$ cat config.mk
export PLATFORM = sky130hd
export DESIGN_NAME = dsl_indicator
export DESIGN_NICKNAME = d
export VERILOG_FILES = /design/src/hdl/dsl_pkg.sv /design/src/hdl/dsl_indicator.sv
export SDC_FILE = /design/constraint.sdc
export NUM_CORES = 1
export LEC_CHECK = 0
export ABC_AREA = 1
export BUFFER_PORTS_ARGS = -buffer_cell sky130_fd_sc_hd__buf_4
export CAP_MARGIN = 25
export CORE_MARGIN = 2
export CORE_UTILIZATION = 25
export CTS_BUF_LIST = sky130_fd_sc_hd__clkbuf_8
export DETAILED_ROUTE_END_ITERATION = 8
export GPL_TIMING_DRIVEN = 0
export PLACE_DENSITY_LB_ADDON = 0.3
export SETUP_SLACK_MARGIN = 0.4
export SYNTH_ARGS = -nofsm -noshare
export SYNTH_HDL_FRONTEND = slang
export SYNTH_SLANG_ARGS = --single-unit
export TNS_END_PERCENT = 50
$ cat constraint.sdc
create_clock -name core_clk_in -period 3.85 [get_ports core_clk_in]
set_clock_uncertainty 0.1 [all_clocks]
set_input_delay 0.1925 -clock core_clk_in [delete_from_list [all_inputs] [get_ports core_clk_in]]
set_output_delay 0.1925 -clock core_clk_in [all_outputs]
set_load 0.01 [all_outputs]
$ cat src/hdl/dsl_pkg.sv
// Package for the drive status LED indicator.
// Assumes a 125 MHz core clock; all periods are cycle counts derived here.
package dsl_pkg;

  // ---------------------------------------------------------------------
  // Timing
  // ---------------------------------------------------------------------
  localparam int unsigned CLK_MHZ          = 125;
  localparam int unsigned FLASH_PERIOD_MS  = 400;  // Flashing period (on+off)
  localparam int unsigned RAPID_PERIOD_MS  = 100;  // Rapid flashing period
  localparam int unsigned PULSE_MS         = 200;  // One pulse of a n-flash
  localparam int unsigned PULSE_GAP_MS     = 200;  // Gap between pulses
  localparam int unsigned BURST_PAUSE_MS   = 1000; // Dark pause after a burst
  localparam int unsigned CONFIRM_TIME_S   = 30;   // Step four auto return
  localparam int unsigned FLASH_HALF_CYC   = FLASH_PERIOD_MS * CLK_MHZ * 1000 / 2;
  localparam int unsigned RAPID_HALF_CYC   = RAPID_PERIOD_MS * CLK_MHZ * 1000 / 2;
  localparam int unsigned PULSE_CYC        = PULSE_MS * CLK_MHZ * 1000;
  localparam int unsigned PULSE_GAP_CYC    = PULSE_GAP_MS * CLK_MHZ * 1000;
  localparam int unsigned BURST_PAUSE_CYC  = BURST_PAUSE_MS * CLK_MHZ * 1000;
  localparam longint unsigned CONFIRM_CYC  = 64'(CONFIRM_TIME_S) * CLK_MHZ * 1000000;

  // ---------------------------------------------------------------------
  // Encodings
  // ---------------------------------------------------------------------
  localparam logic [3:0] STATE_SELF_TEST   = 4'h0;
  localparam logic [3:0] STATE_READY_ON    = 4'h2;
  localparam logic [3:0] STATE_ENABLED     = 4'h4;
  localparam logic [2:0] SAFETY_STEP_IDLE  = 3'h0;
  localparam logic [2:0] SAFETY_STEP_ONE   = 3'h1;
  localparam logic [2:0] SAFETY_STEP_TWO   = 3'h2;
  localparam logic [2:0] SAFETY_STEP_THREE = 3'h3;
  localparam logic [2:0] SAFETY_STEP_FOUR  = 3'h4;
  localparam logic [7:0] LIFE_REPLACE_PCT  = 8'h5a; // 90 percent
  localparam logic [7:0] FILE_PREFIX_P     = 8'h50; // Letter P
  localparam logic [7:0] ASCII_ZERO        = 8'h30;
  localparam logic [7:0] ASCII_ONE         = 8'h31;

  // LED patterns; this order sets no priority, the selection logic does
  typedef enum logic [3:0] {
    DSL_PAT_OFF, DSL_PAT_ON, DSL_PAT_FLASH, DSL_PAT_RAPID,
    DSL_PAT_SINGLE, DSL_PAT_DOUBLE, DSL_PAT_TRIPLE,
    DSL_PAT_SINGLE_INV, DSL_PAT_DOUBLE_INV
  } dsl_pat_t;

endpackage

$ cat src/hdl/dsl_indicator.sv
// Drive status LED indicator: run LED, two axis error LEDs, maintenance flags.
// Assumes all inputs except the button arrive from logic on core_clk_in.
`timescale 1ns/1ps

module dsl_indicator (
  // Clock and reset
  input  wire logic        core_clk_in,
  input  wire logic        reset_n_in,
  // Drive state
  input  wire logic [3:0]  device_state_code_in,
  input  wire logic        double_axis_in,
  input  wire logic        startup_phase_in,
  input  wire logic        new_firmware_in,
  input  wire logic [1:0]  axis_fault_in,
  input  wire logic [1:0]  axis_warning_in,
  input  wire logic [1:0]  safe_torque_off_in,
  input  wire logic        storage_write_in,
  input  wire logic        config_active_in,
  input  wire logic        config_mismatch_in,
  input  wire logic [2:0]  safety_step_in,
  input  wire logic        identify_in,
  // Operator button, asynchronous
  input  wire logic        operator_push_button_in,
  // Predictive maintenance
  input  wire logic        maint_active_in,
  input  wire logic [1:0]  axis_enable_param_in,
  input  wire logic        life_update_in,
  input  wire logic        life_axis_in,
  input  wire logic [7:0]  life_value_in,
  input  wire logic        serial_valid_in,
  input  wire logic [31:0] serial_digits_in,
  input  wire logic [31:0] axis_identity_param_in,
  input  wire logic        file_axis_in,
  input  wire logic        file_backup_in,
  // LEDs
  output logic             run_led_out,
  output logic [1:0]       err_led_out,
  // Maintenance results
  output logic [1:0]       replace_message_param_out,
  output logic [15:0]      life_indicator_param_out,
  output logic [63:0]      file_name_out,
  output logic [23:0]      file_ext_out
);

  // -----------------------------------------------------------------------
  // Pattern timebase
  // -----------------------------------------------------------------------
  // Flash timebase counters and phases
  logic [31:0] flash_cnt_ff;
  logic [31:0] rapid_cnt_ff;
  logic [31:0] burst_cnt_ff;
  logic [2:0]  burst_idx_ff;
  logic        flash_ph_ff;
  logic        rapid_ph_ff;
  // Button synchroniser and confirmation timer
  logic [1:0]  btn_sync_ff;
  logic        btn_prev_ff;
  logic [63:0] confirm_cnt_ff;
  logic        confirm_ff;
  logic [2:0]  step_prev_ff;
  // Pattern chosen for each LED
  logic [31:0] burst_lim;
  dsl_pkg::dsl_pat_t run_pat;
  dsl_pkg::dsl_pat_t err_pat [2];

  // Steady and rapid flash squares
  // Both start dark; the periods are long
  always_ff @(posedge core_clk_in or negedge reset_n_in) begin
    if (!reset_n_in) begin
      flash_cnt_ff <= 32'h0;
      flash_ph_ff  <= 1'b0;
    end else if (flash_cnt_ff == dsl_pkg::FLASH_HALF_CYC - 1) begin
      flash_cnt_ff <= 32'h0;
      flash_ph_ff  <= ~flash_ph_ff;
    end else begin
      flash_cnt_ff <= flash_cnt_ff + 32'h1;
    end
  end

  always_ff @(posedge core_clk_in or negedge reset_n_in) begin
    if (!reset_n_in) begin
      rapid_cnt_ff <= 32'h0;
      rapid_ph_ff  <= 1'b0;
    end else if (rapid_cnt_ff == dsl_pkg::RAPID_HALF_CYC - 1) begin
      rapid_cnt_ff <= 32'h0;
      rapid_ph_ff  <= ~rapid_ph_ff;
    end else begin
      rapid_cnt_ff <= rapid_cnt_ff + 32'h1;
    end
  end

  // Burst sequencer: slots 0,2,4 are pulses, 1,3 gaps, 5 the long pause
  // Plain bursts open lit in slot 0, inverse ones dark; one sequencer keeps LEDs in step
  always_comb begin
    case (burst_idx_ff)
      3'h0, 3'h2, 3'h4: burst_lim = dsl_pkg::PULSE_CYC - 1;
      3'h1, 3'h3:       burst_lim = dsl_pkg::PULSE_GAP_CYC - 1;
      default:          burst_lim = dsl_pkg::BURST_PAUSE_CYC - 1;
    endcase
  end

  always_ff @(posedge core_clk_in or negedge reset_n_in) begin
    if (!reset_n_in) begin
      burst_cnt_ff <= 32'h0;
      burst_idx_ff <= 3'h0;
    end else if (burst_cnt_ff == burst_lim) begin
      burst_cnt_ff <= 32'h0;
      burst_idx_ff <= (burst_idx_ff == 3'h5) ? 3'h0 : burst_idx_ff + 3'h1;
    end else begin
      burst_cnt_ff <= burst_cnt_ff + 32'h1;
    end
  end

  // Render one pattern at the current time
  // Inverse patterns are the complement of the plain ones
  function automatic logic render(input dsl_pkg::dsl_pat_t pat, input logic fl,
                                  input logic rp, input logic [2:0] idx);
    logic n1;
    logic n2;
    logic n3;
    n1 = (idx == 3'h0);
    n2 = (idx == 3'h0) || (idx == 3'h2);
    n3 = (idx == 3'h0) || (idx == 3'h2) || (idx == 3'h4);
    case (pat)
      dsl_pkg::DSL_PAT_ON:         render = 1'b1;
      dsl_pkg::DSL_PAT_FLASH:      render = fl;
      dsl_pkg::DSL_PAT_RAPID:      render = rp;
      dsl_pkg::DSL_PAT_SINGLE:     render = n1;
      dsl_pkg::DSL_PAT_DOUBLE:     render = n2;
      dsl_pkg::DSL_PAT_TRIPLE:     render = n3;
      dsl_pkg::DSL_PAT_SINGLE_INV: render = ~n1;
      dsl_pkg::DSL_PAT_DOUBLE_INV: render = ~n2;
      default:                     render = 1'b0;
    endcase
  endfunction

  // -----------------------------------------------------------------------
  // Operator button and step four confirmation
  // -----------------------------------------------------------------------
  // Two-stage synchroniser, then rising edge on the second stage
  // Only the second stage is read, to keep metastability out
  always_ff @(posedge core_clk_in or negedge reset_n_in) begin
    if (!reset_n_in) begin
      btn_sync_ff <= 2'h0;
      btn_prev_ff <= 1'b0;
    end else begin
      btn_sync_ff <= {btn_sync_ff[0], operator_push_button_in};
      btn_prev_ff <= btn_sync_ff[1];
    end
  end

  // Double flash holds from entry into step four until button or timeout
  // Entry wins over a press in the same cycle
  always_ff @(posedge core_clk_in or negedge reset_n_in) begin
    if (!reset_n_in) begin
      step_prev_ff   <= dsl_pkg::SAFETY_STEP_IDLE;
      confirm_ff     <= 1'b0;
      confirm_cnt_ff <= 64'h0;
    end else begin
      step_prev_ff <= safety_step_in;
      if (safety_step_in == dsl_pkg::SAFETY_STEP_FOUR &&
          step_prev_ff != dsl_pkg::SAFETY_STEP_FOUR) begin
        confirm_ff     <= 1'b1;
        confirm_cnt_ff <= 64'h0;
      end else if (confirm_ff) begin
        if ((btn_sync_ff[1] && !btn_prev_ff) ||
            confirm_cnt_ff == dsl_pkg::CONFIRM_CYC - 1) begin
          confirm_ff <= 1'b0;
        end
        confirm_cnt_ff <= confirm_cnt_ff + 64'h1;
      end
    end
  end

  // -----------------------------------------------------------------------
  // Pattern selection by priority
  // -----------------------------------------------------------------------
  // Run LED: start-up, identify, safety steps, storage, then drive state
  // Safety steps outrank faults so activation can be finished
  always_comb begin
    run_pat = dsl_pkg::DSL_PAT_OFF;
    if (startup_phase_in) begin
      run_pat = dsl_pkg::DSL_PAT_ON;
    end else if (identify_in) begin
      run_pat = dsl_pkg::DSL_PAT_RAPID;
    end else if (safety_step_in == dsl_pkg::SAFETY_STEP_THREE) begin
      run_pat = dsl_pkg::DSL_PAT_TRIPLE;
    end else if (confirm_ff) begin
      run_pat = dsl_pkg::DSL_PAT_DOUBLE;
    end else if (storage_write_in) begin
      run_pat = dsl_pkg::DSL_PAT_RAPID;
    end else if (device_state_code_in == dsl_pkg::STATE_SELF_TEST) begin
      run_pat = dsl_pkg::DSL_PAT_SINGLE;
    end else if ((|axis_fault_in) || (|safe_torque_off_in)) begin
      run_pat = dsl_pkg::DSL_PAT_OFF;
    end else if (device_state_code_in == dsl_pkg::STATE_ENABLED) begin
      run_pat = dsl_pkg::DSL_PAT_ON;
    end else if (device_state_code_in == dsl_pkg::STATE_READY_ON) begin
      run_pat = dsl_pkg::DSL_PAT_FLASH;
    end
  end

  // Error LEDs, one per axis
  // Safe torque off outranks a fault only with newer firmware
  for (genvar ax = 0; ax < 2; ax++) begin : g_err
    always_comb begin
      err_pat[ax] = dsl_pkg::DSL_PAT_OFF;
      if (startup_phase_in) begin
        err_pat[ax] = dsl_pkg::DSL_PAT_ON;
      end else if (identify_in) begin
        err_pat[ax] = dsl_pkg::DSL_PAT_RAPID;
      end else if (safety_step_in == dsl_pkg::SAFETY_STEP_THREE) begin
        err_pat[ax] = dsl_pkg::DSL_PAT_TRIPLE;
      end else if (safety_step_in == dsl_pkg::SAFETY_STEP_TWO) begin
        err_pat[ax] = dsl_pkg::DSL_PAT_DOUBLE_INV;
      end else if (config_mismatch_in ||
                   safety_step_in == dsl_pkg::SAFETY_STEP_ONE) begin
        err_pat[ax] = dsl_pkg::DSL_PAT_DOUBLE;
      end else if (!config_active_in) begin
        err_pat[ax] = dsl_pkg::DSL_PAT_RAPID;
      end else if (new_firmware_in && safe_torque_off_in[ax]) begin
        err_pat[ax] = axis_fault_in[ax] ? dsl_pkg::DSL_PAT_SINGLE_INV
                                        : dsl_pkg::DSL_PAT_SINGLE;
      end else if (axis_fault_in[ax]) begin
        err_pat[ax] = dsl_pkg::DSL_PAT_ON;
      end else if (axis_warning_in[ax]) begin
        err_pat[ax] = dsl_pkg::DSL_PAT_FLASH;
      end
    end
  end

  // -----------------------------------------------------------------------
  // LED outputs
  // -----------------------------------------------------------------------
  // Registered LEDs; axis B stays dark on a single-axis unit
  // LEDs lag their inputs by one cycle
  always_ff @(posedge core_clk_in or negedge reset_n_in) begin
    if (!reset_n_in) begin
      run_led_out <= 1'b0;
      err_led_out <= 2'h0;
    end else begin
      run_led_out    <= render(run_pat, flash_ph_ff, rapid_ph_ff, burst_idx_ff);
      err_led_out[0] <= render(err_pat[0], flash_ph_ff, rapid_ph_ff, burst_idx_ff);
      err_led_out[1] <= double_axis_in &&
                        render(err_pat[1], flash_ph_ff, rapid_ph_ff, burst_idx_ff);
    end
  end

  // -----------------------------------------------------------------------
  // Life indicator and replacement recommendation
  // -----------------------------------------------------------------------
  // Per axis: accept only while enabled and only if not lower
  // A refused update is dropped with no indication
  always_ff @(posedge core_clk_in or negedge reset_n_in) begin
    if (!reset_n_in) begin
      life_indicator_param_out <= 16'h0;
    end else if (life_update_in && axis_enable_param_in[life_axis_in]) begin
      if (life_axis_in) begin
        if (life_value_in > life_indicator_param_out[15:8]) begin
          life_indicator_param_out[15:8] <= life_value_in;
        end
      end else if (life_value_in > life_indicator_param_out[7:0]) begin
        life_indicator_param_out[7:0] <= life_value_in;
      end
    end
  end

  // Recommendation from the stored indicator
  // It follows the stored byte one cycle later
  always_ff @(posedge core_clk_in or negedge reset_n_in) begin
    if (!reset_n_in) begin
      replace_message_param_out <= 2'h0;
    end else begin
      replace_message_param_out[0] <= maint_active_in &&
        life_indicator_param_out[7:0] >= dsl_pkg::LIFE_REPLACE_PCT;
      replace_message_param_out[1] <= maint_active_in &&
        life_indicator_param_out[15:8] >= dsl_pkg::LIFE_REPLACE_PCT;
    end
  end

  // -----------------------------------------------------------------------
  // Maintenance file name
  // -----------------------------------------------------------------------
  // CRC-32 (reflected) of the identity word, bit by bit from bit 0
  // Used only when no serial number is available
  function automatic logic [31:0] crc32(input logic [31:0] d);
    logic [31:0] c;
    c = 32'hffffffff;
    for (int i = 0; i < 32; i++) begin
      c = ((c[0] ^ d[i]) ? 32'hedb88320 : 32'h0) ^ {1'b0, c[31:1]};
    end
    crc32 = ~c;
  endfunction

  // Nibble to upper-case hex character
  // Digits above nine map to A to F
  function automatic logic [7:0] hexch(input logic [3:0] n);
    hexch = (n < 4'ha) ? 8'(dsl_pkg::ASCII_ZERO + 8'(n)) : 8'(8'h37 + 8'(n));
  endfunction

  logic [31:0] name_src;
  assign name_src = serial_valid_in ? serial_digits_in
                                    : crc32(axis_identity_param_in);

  // Registered name and extension
  // Extension digits: axis first, then backup copy
  always_ff @(posedge core_clk_in or negedge reset_n_in) begin
    if (!reset_n_in) begin
      file_name_out <= 64'h0;
      file_ext_out  <= 24'h0;
    end else begin
      for (int k = 0; k < 8; k++) begin
        file_name_out[k*8 +: 8] <= hexch(name_src[k*4 +: 4]);
      end
      file_ext_out <= {dsl_pkg::FILE_PREFIX_P,
                       file_axis_in ? dsl_pkg::ASCII_ONE : dsl_pkg::ASCII_ZERO,
                       file_backup_in ? dsl_pkg::ASCII_ONE : dsl_pkg::ASCII_ZERO};
    end
  end

endmodule

Word level (Yosys, flattened, before mapping). Cells that the tools add are included.

Reductions and logical operators: 22. $lt $le $gt $ge: 13. Bitwise operators: 69. Muxes and demuxes: 87. Add/sub/neg operators: 21. Eq/ne operators: 40.

Operators by type and width (count): two-way mux 32 bit (36); bitwise XOR 32 x 31 -> 32 bit (31); two-way mux 64 bit (2); adder 6 x 4 -> 7 bit (first input constant) (16); adder 32 x 1 -> 32 bit (second input constant) (3); adder 64 x 1 -> 64 bit (second input constant) (1); equality test 64 x 32 -> 1 bit (second input constant) (1); two-way mux 7 bit (8); equality test 4 x 3 -> 1 bit (second input constant) (13); two-way mux 3 bit (13); equality test 32 x 23 -> 1 bit (second input constant) (1); equality test 32 x 25 -> 1 bit (second input constant) (1); equality test 32 bit (1); less-than comparator 4 bit (second input constant) (8); two-way mux 4 bit (8); NOT 32 bit (1); NOT 31 bit (1); bitwise XOR 1 bit (31); equality test 4 x 2 -> 1 bit (second input constant) (7); two-way mux 27 bit (1); one-hot mux 1 bit (8 select lines) (3); two-way mux 2 bit (9); greater-or-equal comparator 8 x 7 -> 1 bit (second input constant) (2); > comparator 8 bit (2); 19 further kinds (52).

Output and inout port bits: 109. Bits of input ports: 103. Register bits after elaboration: 273. Logic and storage cells: 270.

Logic depth before layout (Yosys ltp). Gate-level depths: netlist of run 1.

Depth in word-level cells: 99. Gate-level depth with buffers: 33. Depth with buffers taken out: 32.

Worst setup path after synthesis of run 1. OpenSTA, ideal clock, no wires.

Path kind: input -> register. From: input axis_identity_param_in[1]. To: register file_name_out[42]. Required time: 3.633 ns. Path buffers: 2. Setup time: 0.117 ns. Data arrival time: 2.746 ns. Path slack: 0.887 ns. Stages on the path: 31. Path through: buf_4 > inv_6 > nand2_1 > nand2_1 > nand2_1 > nand2_2 > nand2_1 > nand2_1 > nand2_1 > nand2_1 > nand2_1 > nand2_4 > nand2_4 > nand2_4 > nand2_4 > nand2_4 > nand2_1 > nand2_2 > nand2_2 > nand2_2 > buf_6 > nand2_1 > nand2_1 > nand3_1 > nand3_1 > nand2_1 > ha_1 > nand3_1 > nand2_1 > nand3_1 > nand2_1.

Cells in the longest elaborated chain, start to end: 47. Elaborated cells on any way between the ends: 75. Those cells by class: 2 x add/sub; 1 x order compare; 21 x mux; 51 x bitwise.

RTL lines: start: declaration (RTL line dsl_indicator.sv:32) `input wire logic [31:0] axis_identity_param_in,`; bitwise XOR 1 bit (*) (RTL line dsl_indicator.sv:290) `c = ((c[0] ^ d[i]) ? 32'hedb88320 : 32'h0) ^ {1'b0, c[31:1]};`; two-way mux 32 bit (*) (RTL line dsl_indicator.sv:290); bitwise XOR 32 x 31 -> 32 bit (*) (6 in series) (RTL line dsl_indicator.sv:290); bitwise XOR 1 bit (RTL line dsl_indicator.sv:290); two-way mux 32 bit (RTL line dsl_indicator.sv:290); bitwise XOR 32 x 31 -> 32 bit (*) (6 in series) (RTL line dsl_indicator.sv:290); bitwise XOR 1 bit (RTL line dsl_indicator.sv:290); two-way mux 32 bit (RTL line dsl_indicator.sv:290); [... 16 more ...]; bitwise XOR 32 x 31 -> 32 bit (*) (6 in series) (RTL line dsl_indicator.sv:290); bitwise XOR 1 bit (RTL line dsl_indicator.sv:290); two-way mux 32 bit (RTL line dsl_indicator.sv:290); bitwise XOR 32 x 31 -> 32 bit (*) (RTL line dsl_indicator.sv:290); NOT 32 bit (*) (RTL line dsl_indicator.sv:292) `crc32 = ~c;`; two-way mux 32 bit (*) (RTL line dsl_indicator.sv:302) `assign name_src = serial_valid_in ? serial_digits_in`; adder 6 x 4 -> 7 bit / less-than comparator 4 bit (equally long branches) (RTL line dsl_indicator.sv:298) `hexch = (n < 4'ha) ? 8'(dsl_pkg::ASCII_ZERO + 8'(n)) : 8'(8'h37 + 8'(n));`; two-way mux 7 bit (*) (RTL line dsl_indicator.sv:298); end signal: indexed assignment (RTL line dsl_indicator.sv:313) `file_name_out[k*8 +: 8] <= hexch(name_src[k*4 +: 4]);`; end: declaration (RTL line dsl_indicator.sv:41) `output logic [63:0] file_name_out,`.

Every way passes the cells marked *; elsewhere a longest branch is shown, timed or not. A chain may end at the register's enable or synchronous reset.

Final worst setup path of run 1.
From: input axis_identity_param_in[2]. To: register file_name_out[42].

Cells in the longest elaborated chain, start to end: 44. Elaborated cells on any way between the ends: 72. Those cells by class: 2 x add/sub; 1 x order compare; 20 x mux; 49 x bitwise.

RTL lines (RTL line): bitwise XOR 1 bit (*) (dsl_indicator.sv:290); two-way mux 32 bit (*) (dsl_indicator.sv:290); bitwise XOR 32 x 31 -> 32 bit (*) (10 in series) (dsl_indicator.sv:290); bitwise XOR 1 bit (tied with other cells) (dsl_indicator.sv:290); two-way mux 32 bit / bitwise XOR 32 x 31 -> 32 bit (equally long branches) (dsl_indicator.sv:290); bitwise XOR 32 x 31 -> 32 bit (*) (6 in series) (dsl_indicator.sv:290); bitwise XOR 1 bit (tied with other cells) (dsl_indicator.sv:290); two-way mux 32 bit / bitwise XOR 32 x 31 -> 32 bit (equally long branches) (dsl_indicator.sv:290); [... 8 more ...]; bitwise XOR 32 x 31 -> 32 bit (*) (6 in series) (dsl_indicator.sv:290); bitwise XOR 1 bit (tied with other cells) (dsl_indicator.sv:290); two-way mux 32 bit / bitwise XOR 32 x 31 -> 32 bit (equally long branches) (dsl_indicator.sv:290); bitwise XOR 32 x 31 -> 32 bit (*) (2 in series) (dsl_indicator.sv:290); NOT 32 bit (*) (dsl_indicator.sv:292); two-way mux 32 bit (*) (dsl_indicator.sv:302); adder 6 x 4 -> 7 bit / less-than comparator 4 bit (equally long branches) (dsl_indicator.sv:298); two-way mux 7 bit (*) (dsl_indicator.sv:298).

Marked as above.

==> results.txt, run 1 <==
Crit Reg-Reg Startpoint = flash_cnt_ff[0]
GR Overflow Total = 0
Initial antenna violation count = 0
DRC Markers = 0
Vias = 17900
Post-synth EDFFs = 0
Final antenna-violating net count = 0
Pleak = 11.6 nW
Min cycle time layout = 3.20 ns
Most used cell, CP = nand2_1
Yosys top cell by area = dfrtp_1
DR pass1 iterations = 7
Crit path max fanout = 9
Worst stage delay on the critical path = 0.53 ns
Reg2Reg Depth = 19
I/O pin cnt = 212
Hold slack final = 0.0202 ns
Most used DFF post-synth = dfrtp_1
Clk sink count = 252
Pre-CTS WS = -0.0858 ns
Fin crit share = 83.2%
Outcome = finished, final reports clean
Flop2flop setup slack = 0.80 ns
Total length of routed wires = 57300 um
Dominant cells by area after synthesis = dfrtp_1 35%, nand2_1 16%, inv_1 8.1%
Cell Area, Synth = 18300 um2
DIE HEIGHT = 274 um
Post-synth top area share = 34.5%
CTS tree = done
HP Class = primary input to async pin
Post-synth ARST share = 100%
Slowest stage cell, crit path = dlygate4sd3_1
Layout cells sized above 1 = 16.8%
Vias per std cell = 4.45
Syn_area_per_cell = 6.76 um2
Fmax = 0.312 GHz
Final Max Tran Viols = 0
Initial core utilization = 25.2%
Die Area = 75200 um2
TritonCTS buffer count = 47
Crit Path Category = primary input to register
Die width = 274 um
Fin worst setup slack = 0.647 ns
WL/cell = 14.2 um
Clock Path Buffers = 3
Number of global-route vias before repair = 17100
Rel. slew slack = 38.4%
First-pass GRT wire length = 90200 um
Core Footprint = 72600 um2
Synth Instances = 2700
Area Overhead vs Synth = 25.8%
Worst Tran Pin Value = 0.916 ns
Yosys reg bits = 252
Largest net degree at the start of global routing = 93
Row count = 99
Worst EP arrival = 3.61 ns
Post-DP HPWL = 45100 um
Clock-pin slew on the worst setup and hold paths = 0.07 ns
H-tree Lvls = 2
Final nets = 3165
Port Buf Inserts = 182
Sequential fraction of the synthesis area = 34.5%
First DRT Iteration DRCs = 975
Global Route Usage Sum = 15.0%
Final setup viols = 0
Maximum Capacitance Violations = 0
Most frequent cells in the layout = 755 x nand2_1, 404 x inv_1, 252 x dfrtp_1, 236 x nand3_1, 229 x buf_4
WP buf/inv = 4
Maximum VDD drop = 0.316 mV
RePlAce Congestion = 0.878
Reg2reg end = flash_cnt_ff[28]
Pwr/cell area = 530 nW/um2
Ys Warns = 0
Hold Vio Cnt, Final = 0
Commonest non-fill, non-tap cell in the layout = nand2_1
CP startpoint kind = primary input
Root buffer cell = clkbuf_8
Crit path max-delay family = simple AND/OR/NAND/NOR gates
Worst skew pair latency = 0.61 ns
Unrepaired setup endpoints after global routing = true
Setup crit end kind = register
Post-synth cell types = 56
Critical Path RT = 4.26 ns
[per-stage QoR]
step           area, um2  util [%]  instances  TNS [ns]  power (mW)
2_1_floorplan      18300         -       2723         0        7.12
3_3_place_gp       20900      28.8       3864    -0.148        9.18
3_5_place_dp       21000      28.9       3866    -0.330        9.22
4_1_cts            22600      31.1       4009         0        12.3
5_1_grt            23000      31.6       4024         0        13.3
6_report           23000      31.7       4026         0        12.2
[cell type report]
class | count | area, um2
Fill cell | 7997 | 49600
Antenna cell | 2 | 5.00
Clock buffer | 60 | 826
Inverter | 422 | 1600
Sequential cell | 252 | 6310
Multi-Input combinational cell | 1998 | 10400
Buffer | 51 | 338
Tap cell | 959 | 1200
Timing Repair Buffer | 261 | 2170
Clock inverter | 21 | 174
[Yosys cell counts (3+ instances only)]
master / n
nor2_2: 4
nand3b_1: 15
inv_1: 396
nor4_1: 49
dfrtp_1: 252
a211oi_1: 7
o31ai_1: 3
nor2_4: 3
ha_1: 29
or2_2: 15
nand2_2: 98
nor3b_1: 5
nand3_2: 6
a21oi_1: 94
nand2_1: 766
buf_4: 33
o21ai_2: 3
a31oi_1: 6
o21a_1: 5
o21ai_0: 100
nor2_1: 215
nand3_1: 238
xor2_1: 98
or2_1: 3
o211ai_1: 10
and3_1: 6
nand2_4: 21
nand4_1: 50
inv_2: 18
clkinv_1: 5
clkbuf_1: 12
xnor2_1: 23
nor3_1: 79
[registers in the layout, indices dropped and copies added (netlist names), 2 cells and up]
name / cells
btn_sync_ff: 2
file_ext_out: 3
life_indicator_param_out: 16
file_name_out: 56
burst_idx_ff: 3
step_prev_ff: 3
err_led_out: 2
confirm_cnt_ff: 64
rapid_cnt_ff: 32
replace_message_param_out: 2
flash_cnt_ff: 32
burst_cnt_ff: 32
[worst max-delay path by stage]
| stage | startpoint | end | cells after the start |
|---|---|---|---|
| 6_report | axis_identity_param_in[2] | file_name_out[42] | 28 |
| 5_1_grt | flash_cnt_ff[0] | flash_cnt_ff[28] | 19 |
| 4_1_cts | axis_identity_param_in[2] | file_name_out[28] | 28 |
| 3_5_place_dp | axis_identity_param_in[2] | file_name_out[4] | 27 |
| 3_3_place_gp | axis_identity_param_in[6] | file_name_out[22] | 26 |
| 2_1_floorplan | axis_identity_param_in[1] | file_name_out[42] | 31 |
[logic make-up (layout without fill, tap and decap cells)]
kind of cell | after synthesis | in the layout | synth area share (%)
simple gates | 1582 | 1582 | 39.8
buf+inv | 473 | 815 | 10.6
flops | 252 | 252 | 34.5
compound gates | 241 | 241 | 7.30
xor+xnor | 121 | 121 | 5.80
fa+ha+maj | 29 | 29 | 1.99
other cells | 2 | 27 | 0.0411
[repair_timing]
| action | 4_1_cts | 5_1_grt |
|---|---|---|
| hold endpoints to repair | 222 | 0 |
| gates resized for setup | 0 | 57 |
| endpoints found under the setup margin | 0 | 39 |
| buffers inserted | 0 | 16 |
| hold buffers | 62 | 0 |
[routing by layer]
layer / routed length, um / track usage (%)
met1: 26200 / 19.5
met2: 26700 / 25.5
met3: 2920 / 2.72
met4: 1470 / 4.41
met5: 0 / 0
[report_power, final]
part | switching (mW) | internal [mW] | total, mW
logic | 3.81 | 2.30 | 6.11
clock network | 1.18 | 1.59 | 2.78
registers | 0.220 | 3.07 | 3.29
total | 5.21 | 6.96 | 12.2
(Power assumes the default switching activity.)
==> run 2, diff against run 1 <==
==> constraint.sdc (replaced) <==
create_clock -name core_clk_in -period 2.75 [get_ports core_clk_in]
set_clock_uncertainty 0.1 [all_clocks]
set_input_delay 0.1375 -clock core_clk_in [delete_from_list [all_inputs] [get_ports core_clk_in]]
set_output_delay 0.1375 -clock core_clk_in [all_outputs]
set_load 0.01 [all_outputs]
==> run 2 against run 1 <==
- non-clock buffer count rose by 348
- sequential cell count did not move
- first-iteration DRC count rose by 36%
- combinational power rose by 120%
- clock power rose by 40%
- critical path depth fell by 6
- the run now ends with negative setup slack left
- die area did not move
- routed wire length rose by 20%
- register-to-register slack got worse by 1.1 ns
- clock-buffer cell count fell by 6
==> results.txt, run 2 (same netlist as run 1, synthesis figures left out) <==
Rel. slew slack = 26.1% (-12 points)
Tot Pwr = 22.2 mW (+83%)
M2 GR Usage = 28.4% (+3.0 points)
Clock Path Buffers = 3 (unchanged)
Layout cells sized above 1 = 43.8% (+27 points)
Grt met3 use = 2.19% (-0.53 points)
Unrepaired setup endpoints after global routing = true
Die width = 274 um (unchanged)
Final antenna-violating net count = 0 (unchanged)
Number of global-route vias before repair = 19100 (+12%)
Hold Vio Cnt, Final = 0 (unchanged)
GR Layer Usage met1 = 21.1% (+1.6 points)
Die Area = 75200 um2 (unchanged)
Maximum VDD drop = 0.426 mV (+35%)
Global route hottest layer = met2
First-pass GRT wire length = 99800 um (+11%)
Fmax = 0.326 GHz
GR Overflow Total = 0 (unchanged)
Maximum Capacitance Violations = 0 (unchanged)
Row count = 99 (unchanged)
Commonest non-fill, non-tap cell in the layout = buf_4
Crit path max fanout = 2 (-7)
Worst Tran Pin Value = 1.11 ns (+0.192 ns)
Port Buf Inserts = 182 (unchanged)
Final Max Tran Viols = 0 (unchanged)
Pwr/cell area = 728 nW/um2 (+37%)
Final std cells w/o fill = 4375 (+8.7%)
DIE HEIGHT = 274 um (unchanged)
Root buffer cell = clkbuf_8
Setup crit end kind = register
Top flop regs = confirm_cnt_ff (64), file_name_out (56)
Min cycle time layout = 3.07 ns
Hold depth = 6
Global Route Usage Sum = 16.5% (+1.5 points)
Crit Path Category = register to register
Fin crit share = 112%
CP startpoint kind = register
Worst skew pair latency = 0.62 ns (about the same)
H-tree Lvls = 2 (unchanged)
DR pass1 iterations = 5 (-2)
Outcome = finished with violations
Initial antenna violation count = 3 (+3)
Flop2flop setup slack = -0.32 ns (-1.12 ns)
Worst EP arrival = 3.45 ns (-0.16 ns)
Post-Place Cells = 3867 (+0.026%)
Largest register FFs = 64 (unchanged)
Total length of routed wires = 68500 um (+20%)
Most frequent cells in the layout = 487 x buf_4, 456 x nand2_1, 352 x inv_1, 252 x dfrtp_1, 204 x nand2_2
Vias = 20500 (+14%)
Fin worst setup slack = -0.319 ns (-0.966 ns)
Pre-CTS WS = -0.880 ns (-0.794 ns)
Final instance area = 30500 um2 (+33%)
HP Class = primary input to register
Post-DP HPWL = 45700 um (+1.3%)
Largest net degree at the start of global routing = 115 (+24%)
Failing checks = negative setup slack
RePlAce Congestion = 0.900 (+2.4%)
CTS tree = done
Setup TNS = -2.08 ns (-2.08 ns)
Reg2Reg Depth = 22 (+3)
Final nets = 3513 (+11%)
DRC Markers = 0 (unchanged)
WL/cell = 15.7 um (+10%)
Final setup viols = 14 (+14)
Clk sink count = 252 (unchanged)
Clock-pin slew on the worst setup and hold paths = 0.07 ns (about the same)
Post-place instance area = 21700 um2 (+3.3%)
First DRT Iteration DRCs = 1329 (+36%)
Initial core utilization = 25.2% (unchanged)
Pleak = 14.9 nW (+29%)
Top reg by flops = confirm_cnt_ff
Vias per std cell = 4.69 (+5.2%)
Area Overhead vs Synth = 67.2%
I/O pin cnt = 212 (unchanged)
TritonCTS buffer count = 47 (unchanged)
Critical Path RT = 3.13 ns (-1.13 ns)
Core Footprint = 72600 um2 (unchanged)
run 2: cell types whose count changed in the layout (fill, tap and decap cells not counted), moves of 78 or more:
cell     delta
nand3_1   -124
buf_4     +258
nand2_4   +131
buf_6      +79
nand2_2   +115
nand3_2    +78
nand2_1   -299
run 2: through the flow:
| stage | hold WS (ns) | utilization, % |
|---|---|---|
| 3_3_place_gp | 0.147 | 29.8 |
| 2_1_floorplan | -0.258 | - |
| 6_report | 0.0602 | 42.1 |
| 4_1_cts | 0.00599 | 37.0 |
| 5_1_grt | 0.0414 | 42.1 |
| 3_5_place_dp | 0.0323 | 29.9 |
run 2: final timing paths:
| kind | from | end |
|---|---|---|
| worst max register to register | rapid_cnt_ff[0] | rapid_cnt_ff[26] |
| max in group asynchronous | reset_n_in | err_led_out[1] |
| min in group asynchronous | reset_n_in | confirm_cnt_ff[31] |
| worst min register to register | btn_sync_ff[0] | btn_sync_ff[1] |
| worst min-delay path | axis_enable_param_in[1] | life_indicator_param_out[15] |
| worst max-delay path | rapid_cnt_ff[0] | rapid_cnt_ff[26] |
run 2: worst max-delay path, stage by stage (launching register included):
cell and delay, ns:
dfrtp_1 0.37, buf_6 0.12, ha_4 0.14, nand2_4 0.05, nor2_4 0.09, inv_2 0.04
nor2_1 0.10, inv_1 0.09, nor2_1 0.11, inv_1 0.09, nor2_2 0.18, inv_2 0.08
nor2_4 0.10, nand3_2 0.09, nor2_4 0.14, nand2_2 0.08, or4_4 0.51, nor2_4 0.14
inv_2 0.06, nor2_4 0.09, a21oi_2 0.05, o21ai_1 0.10, inv_1 0.05
run 2: layout make-up:
cell class / count / area [um2]
Tap cell: 959 / 1200
Fill cell: 7168 / 42100
Inverter: 422 / 1720
Clock buffer: 54 / 743
Buffer: 51 / 405
Multi-Input combinational cell: 1998 / 14700
Sequential cell: 252 / 6310
Timing Repair Buffer: 609 / 5230
Antenna cell: 2 / 5.00
Clock inverter: 28 / 249
run 2: routing by layer:
metal / share of wire [%] / vias to the layer above
met3: 5.1 / 194
met5: 0 / -
li1: - / 9964
met4: 3.9 / 0
met1: 41 / 9667
met2: 50 / 679
run 2: power by group:
part	switching (mW)	leakage [nW]	internal, mW
combinational	7.95	11.0	5.74
sequential	0.359	3.30	4.30
clock	1.70	0.543	2.18
run 2: timing repair:
item / CTS / global route
hold buffers: 55 / 0
gates resized for setup: 466 / 565
pin swaps: 198 / 323
hold endpoints to repair: 335 / 0
buffers inserted: 229 / 139
setup endpoints to repair: 143 / 165
gates cloned: 1 / 0
==> run 3, diff against run 2 <==
--- a/config.mk
+++ b/config.mk
@@ -5,10 +5,9 @@
 export SDC_FILE = /design/constraint.sdc
 export NUM_CORES = 1
 export LEC_CHECK = 0
-export ABC_AREA = 1
+export ABC_AREA = 0
 export BUFFER_PORTS_ARGS = -buffer_cell sky130_fd_sc_hd__buf_4
 export CAP_MARGIN = 25
-export CORE_MARGIN = 2
 export CORE_UTILIZATION = 25
 export CTS_BUF_LIST = sky130_fd_sc_hd__clkbuf_8
 export DETAILED_ROUTE_END_ITERATION = 8
==> run 3 against run 2 <==
- the flow still finishes with violations (negative setup slack)
- critical path type is now primary input to register
- non-clock buffer count shrank 183
- synthesized area is 14% lower
- critical endpoint is now file_name_out[54]
- cell area is 23% lower
- routed wire length shrank 33%
- maximum frequency increased by 0.62%
- first-iteration DRC count shrank 58%
==> results.txt, run 3 <==
Storage element area = 6310 um2 (about the same)
CP startpoint kind = primary input
Synth Instances = 1508 (-44%)
Cell Area, Synth = 15700 um2 (-14%)
Initial core utilization = 25.4% (+0.26 points)
Top reg by flops = confirm_cnt_ff
Final antenna-violating net count = 0 (unchanged)
Hold Path End = file_ext_out[8]
Final Max Tran Viols = 0 (unchanged)
Min cycle time layout = 3.05 ns (-0.0190 ns)
Yosys reg bits = 252 (unchanged)
Fmax = 0.328 GHz (+0.62%)
Root buffer cell = clkbuf_8
Most used DFF post-synth = dfrtp_1
Outcome = finished with violations
Fin crit share = 111% (-0.69 points)
Crit path max fanout = 6 (+4)
Hold_sp = file_axis_in
I/O pin cnt = 212 (unchanged)
Dominant cells by area after synthesis = dfrtp_1 40%, xnor2_1 9.5%, xor2_1 6.8%
Sequential fraction of the synthesis area = 40.1% (+5.5 points)
GR Overflow Total = 0 (unchanged)
Rel. slew slack = 43.0% (+17 points)
Port Buf Inserts = 175 (-3.8%)
Clk sink count = 252 (unchanged)
Maximum Capacitance Violations = 0 (unchanged)
TritonCTS buffer count = 49 (+4.3%)
Final std cells w/o fill = 2874 (-34%)
Total length of routed wires = 45700 um (-33%)
Die width = 253 um (-7.8%)
Crit Reg-Reg Startpoint = burst_cnt_ff[8]
Critical Path RT = 3.13 ns (about the same)
Most frequent cells in the layout = 328 x buf_4, 247 x dfrtp_1, 145 x nor2_1, 127 x xnor2_1, 107 x xor2_1
Row count = 91 (-8.1%)
Layout cells sized above 1 = 37.4% (-6.3 points)
Final setup viols = 45 (+31)
Hold Vio Cnt, Final = 0 (unchanged)
First DRT Iteration DRCs = 559 (-58%)
Die Area = 64000 um2 (-15%)
Area Overhead vs Synth = 49.1%
Largest net degree at the start of global routing = 120 (+4.3%)
Fin worst setup slack = -0.300 ns (+0.0190 ns)
Core Footprint = 61900 um2 (-15%)
Most frequent cell after synthesis = dfrtp_1
HP Class = primary input to register
Worst skew pair latency = 0.64 ns (+0.02 ns)
Top flop regs = confirm_cnt_ff (64), file_name_out (56)
Initial antenna violation count = 1 (-2)
Reg2reg end = burst_idx_ff[2]
DIE HEIGHT = 253 um (-7.8%)
Reg2Reg Depth = 7 (-68%)
Post-synth ARST share = 100% (unchanged)
Flop2flop setup slack = 0.37 ns (+0.69 ns)
Global Route Usage Sum = 14.0% (-2.6 points)
Vias per std cell = 4.46 (-4.8%)
Fillcell total = 6080 (-15%)
Number of global-route vias before repair = 12900 (-33%)
Multi-input gate area = 10600 um2 (-28%)
Clock Path Buffers = 3 (unchanged)
Crit Path Category = primary input to register
DR pass1 iterations = 5 (unchanged)
First-pass GRT wire length = 70300 um (-30%)
CTS tree = done
Post-synth top area share = 40.1% (+5.5 points)
RePlAce Congestion = 0.848 (-5.8%)
Commonest non-fill, non-tap cell in the layout = buf_4
Worst Tran Pin Value = 0.856 ns (-0.253 ns)
Hold depth = 2 (-4)
Post-synth EDFFs = 0 (unchanged)
Syn_area_per_cell = 10.4 um2 (+54%)
Clock-pin slew on the worst setup and hold paths = 0.05 ns (-0.02 ns)
H-tree Lvls = 2 (unchanged)
Vias = 12800 (-37%)
Worst Setup SP = axis_identity_param_in[7]
WL/cell = 15.9 um (+1.5%)
Yosys top cell by area = dfrtp_1
Setup crit end kind = register
Ys Warns = 0 (unchanged)
Worst EP arrival = 3.43 ns (-0.02 ns)
Final nets = 2126 (-39%)
Post-DP HPWL = 31400 um (-31%)
Failing checks = negative setup slack
Post-synth cell types = 69 (+23%)
Post-Place Cells = 2546 (-34%)
Top post-synthesis cells by count = 252 x dfrtp_1, 170 x xnor2_1, 154 x nor2_1
DRC Markers = 0 (unchanged)
Unrepaired setup endpoints after global routing = true
Largest register FFs = 64 (unchanged)
-- run 3: final cells by class --
| type | instances | share of cell area, % |
|---|---|---|
| antenna | 2 | 0.0213 |
| buffer | 66 | 2.22 |
| clock buffer | 65 | 3.81 |
| clock inverter | 27 | 1.42 |
| inverter | 45 | 0.741 |
| multi-input combinational | 1169 | 45.3 |
| sequential | 252 | 26.9 |
| tap | 837 | 4.46 |
| timing repair buffer | 411 | 15.1 |
-- run 3: how the worst max path moves through the flow --
stage,end,depth (start not counted),slack (ns)
after floorplan,file_name_out[33],12,-0.67
after global placement,file_name_out[54],12,-1.85
after detailed placement,file_name_out[54],12,-1.84
after CTS,file_name_out[40],11,-0.12
after global routing,file_name_out[18],19,-0.29
final,file_name_out[54],15,-0.30
-- run 3: metal layers --
metal	vias up	share of wire (%)	GRT usage, %
met2	243	49	23.5
met3	98	4.7	3.09
li1	6137	-	-
met4	0	3.4	5.18
met5	-	0	0
met1	6342	43	17.4
-- run 3: through the flow --
stage / setup TNS (ns) / area [um2] / utilization [%] / hold slack [ns] / worst slack (ns)
floorplan: -22.33 / 16200 / - / -0.258 / -0.673
global placement: -259.20 / 18600 / 30.0 / 0.149 / -1.85
detailed placement: -66.14 / 18600 / 30.1 / -0.0184 / -1.84
CTS: -1.69 / 22400 / 36.2 / 0.00549 / -0.122
global route: -7.59 / 23500 / 37.9 / 0.0292 / -0.294
finish: -5.72 / 23500 / 37.9 / 0.0849 / -0.300
-- run 3: kinds of logic after synthesis --
family / share of synthesized area [%]
adders and majority gates: 2.31
xor gates and xnor gates: 28.2
buffers and inverters: 3.56
muxes: 2.66
other: 0.0477
and+or+nand+nor: 17.1
AOI/OAI and AO/OA: 6.09
DFF: 40.1
-- run 3: what timing repair did --
item	in CTS	in global routing
endpoints found under the hold margin	246	0
hold buffers	57	0
pin swaps	100	83
cloned	0	1
setup buffers	110	66
gates resized for setup	223	114
setup endpoints to repair	148	151
-- run 3: critical path: stages --
cell     delay, ns
buf_12        0.09
xnor3_2       0.44
buf_6         0.14
buf_6         0.12
xnor2_4       0.16
xnor3_2       0.41
buf_12        0.15
xnor2_4       0.20
buf_6         0.15
xnor3_2       0.29
xor2_1        0.18
xnor2_1       0.23
mux2i_1       0.14
ha_2          0.26
a21oi_4       0.30
Power of run 3 is left out: the tool's default activity adds up to more than one toggle a clock period on the data nets, which glitch-free logic cannot reach.
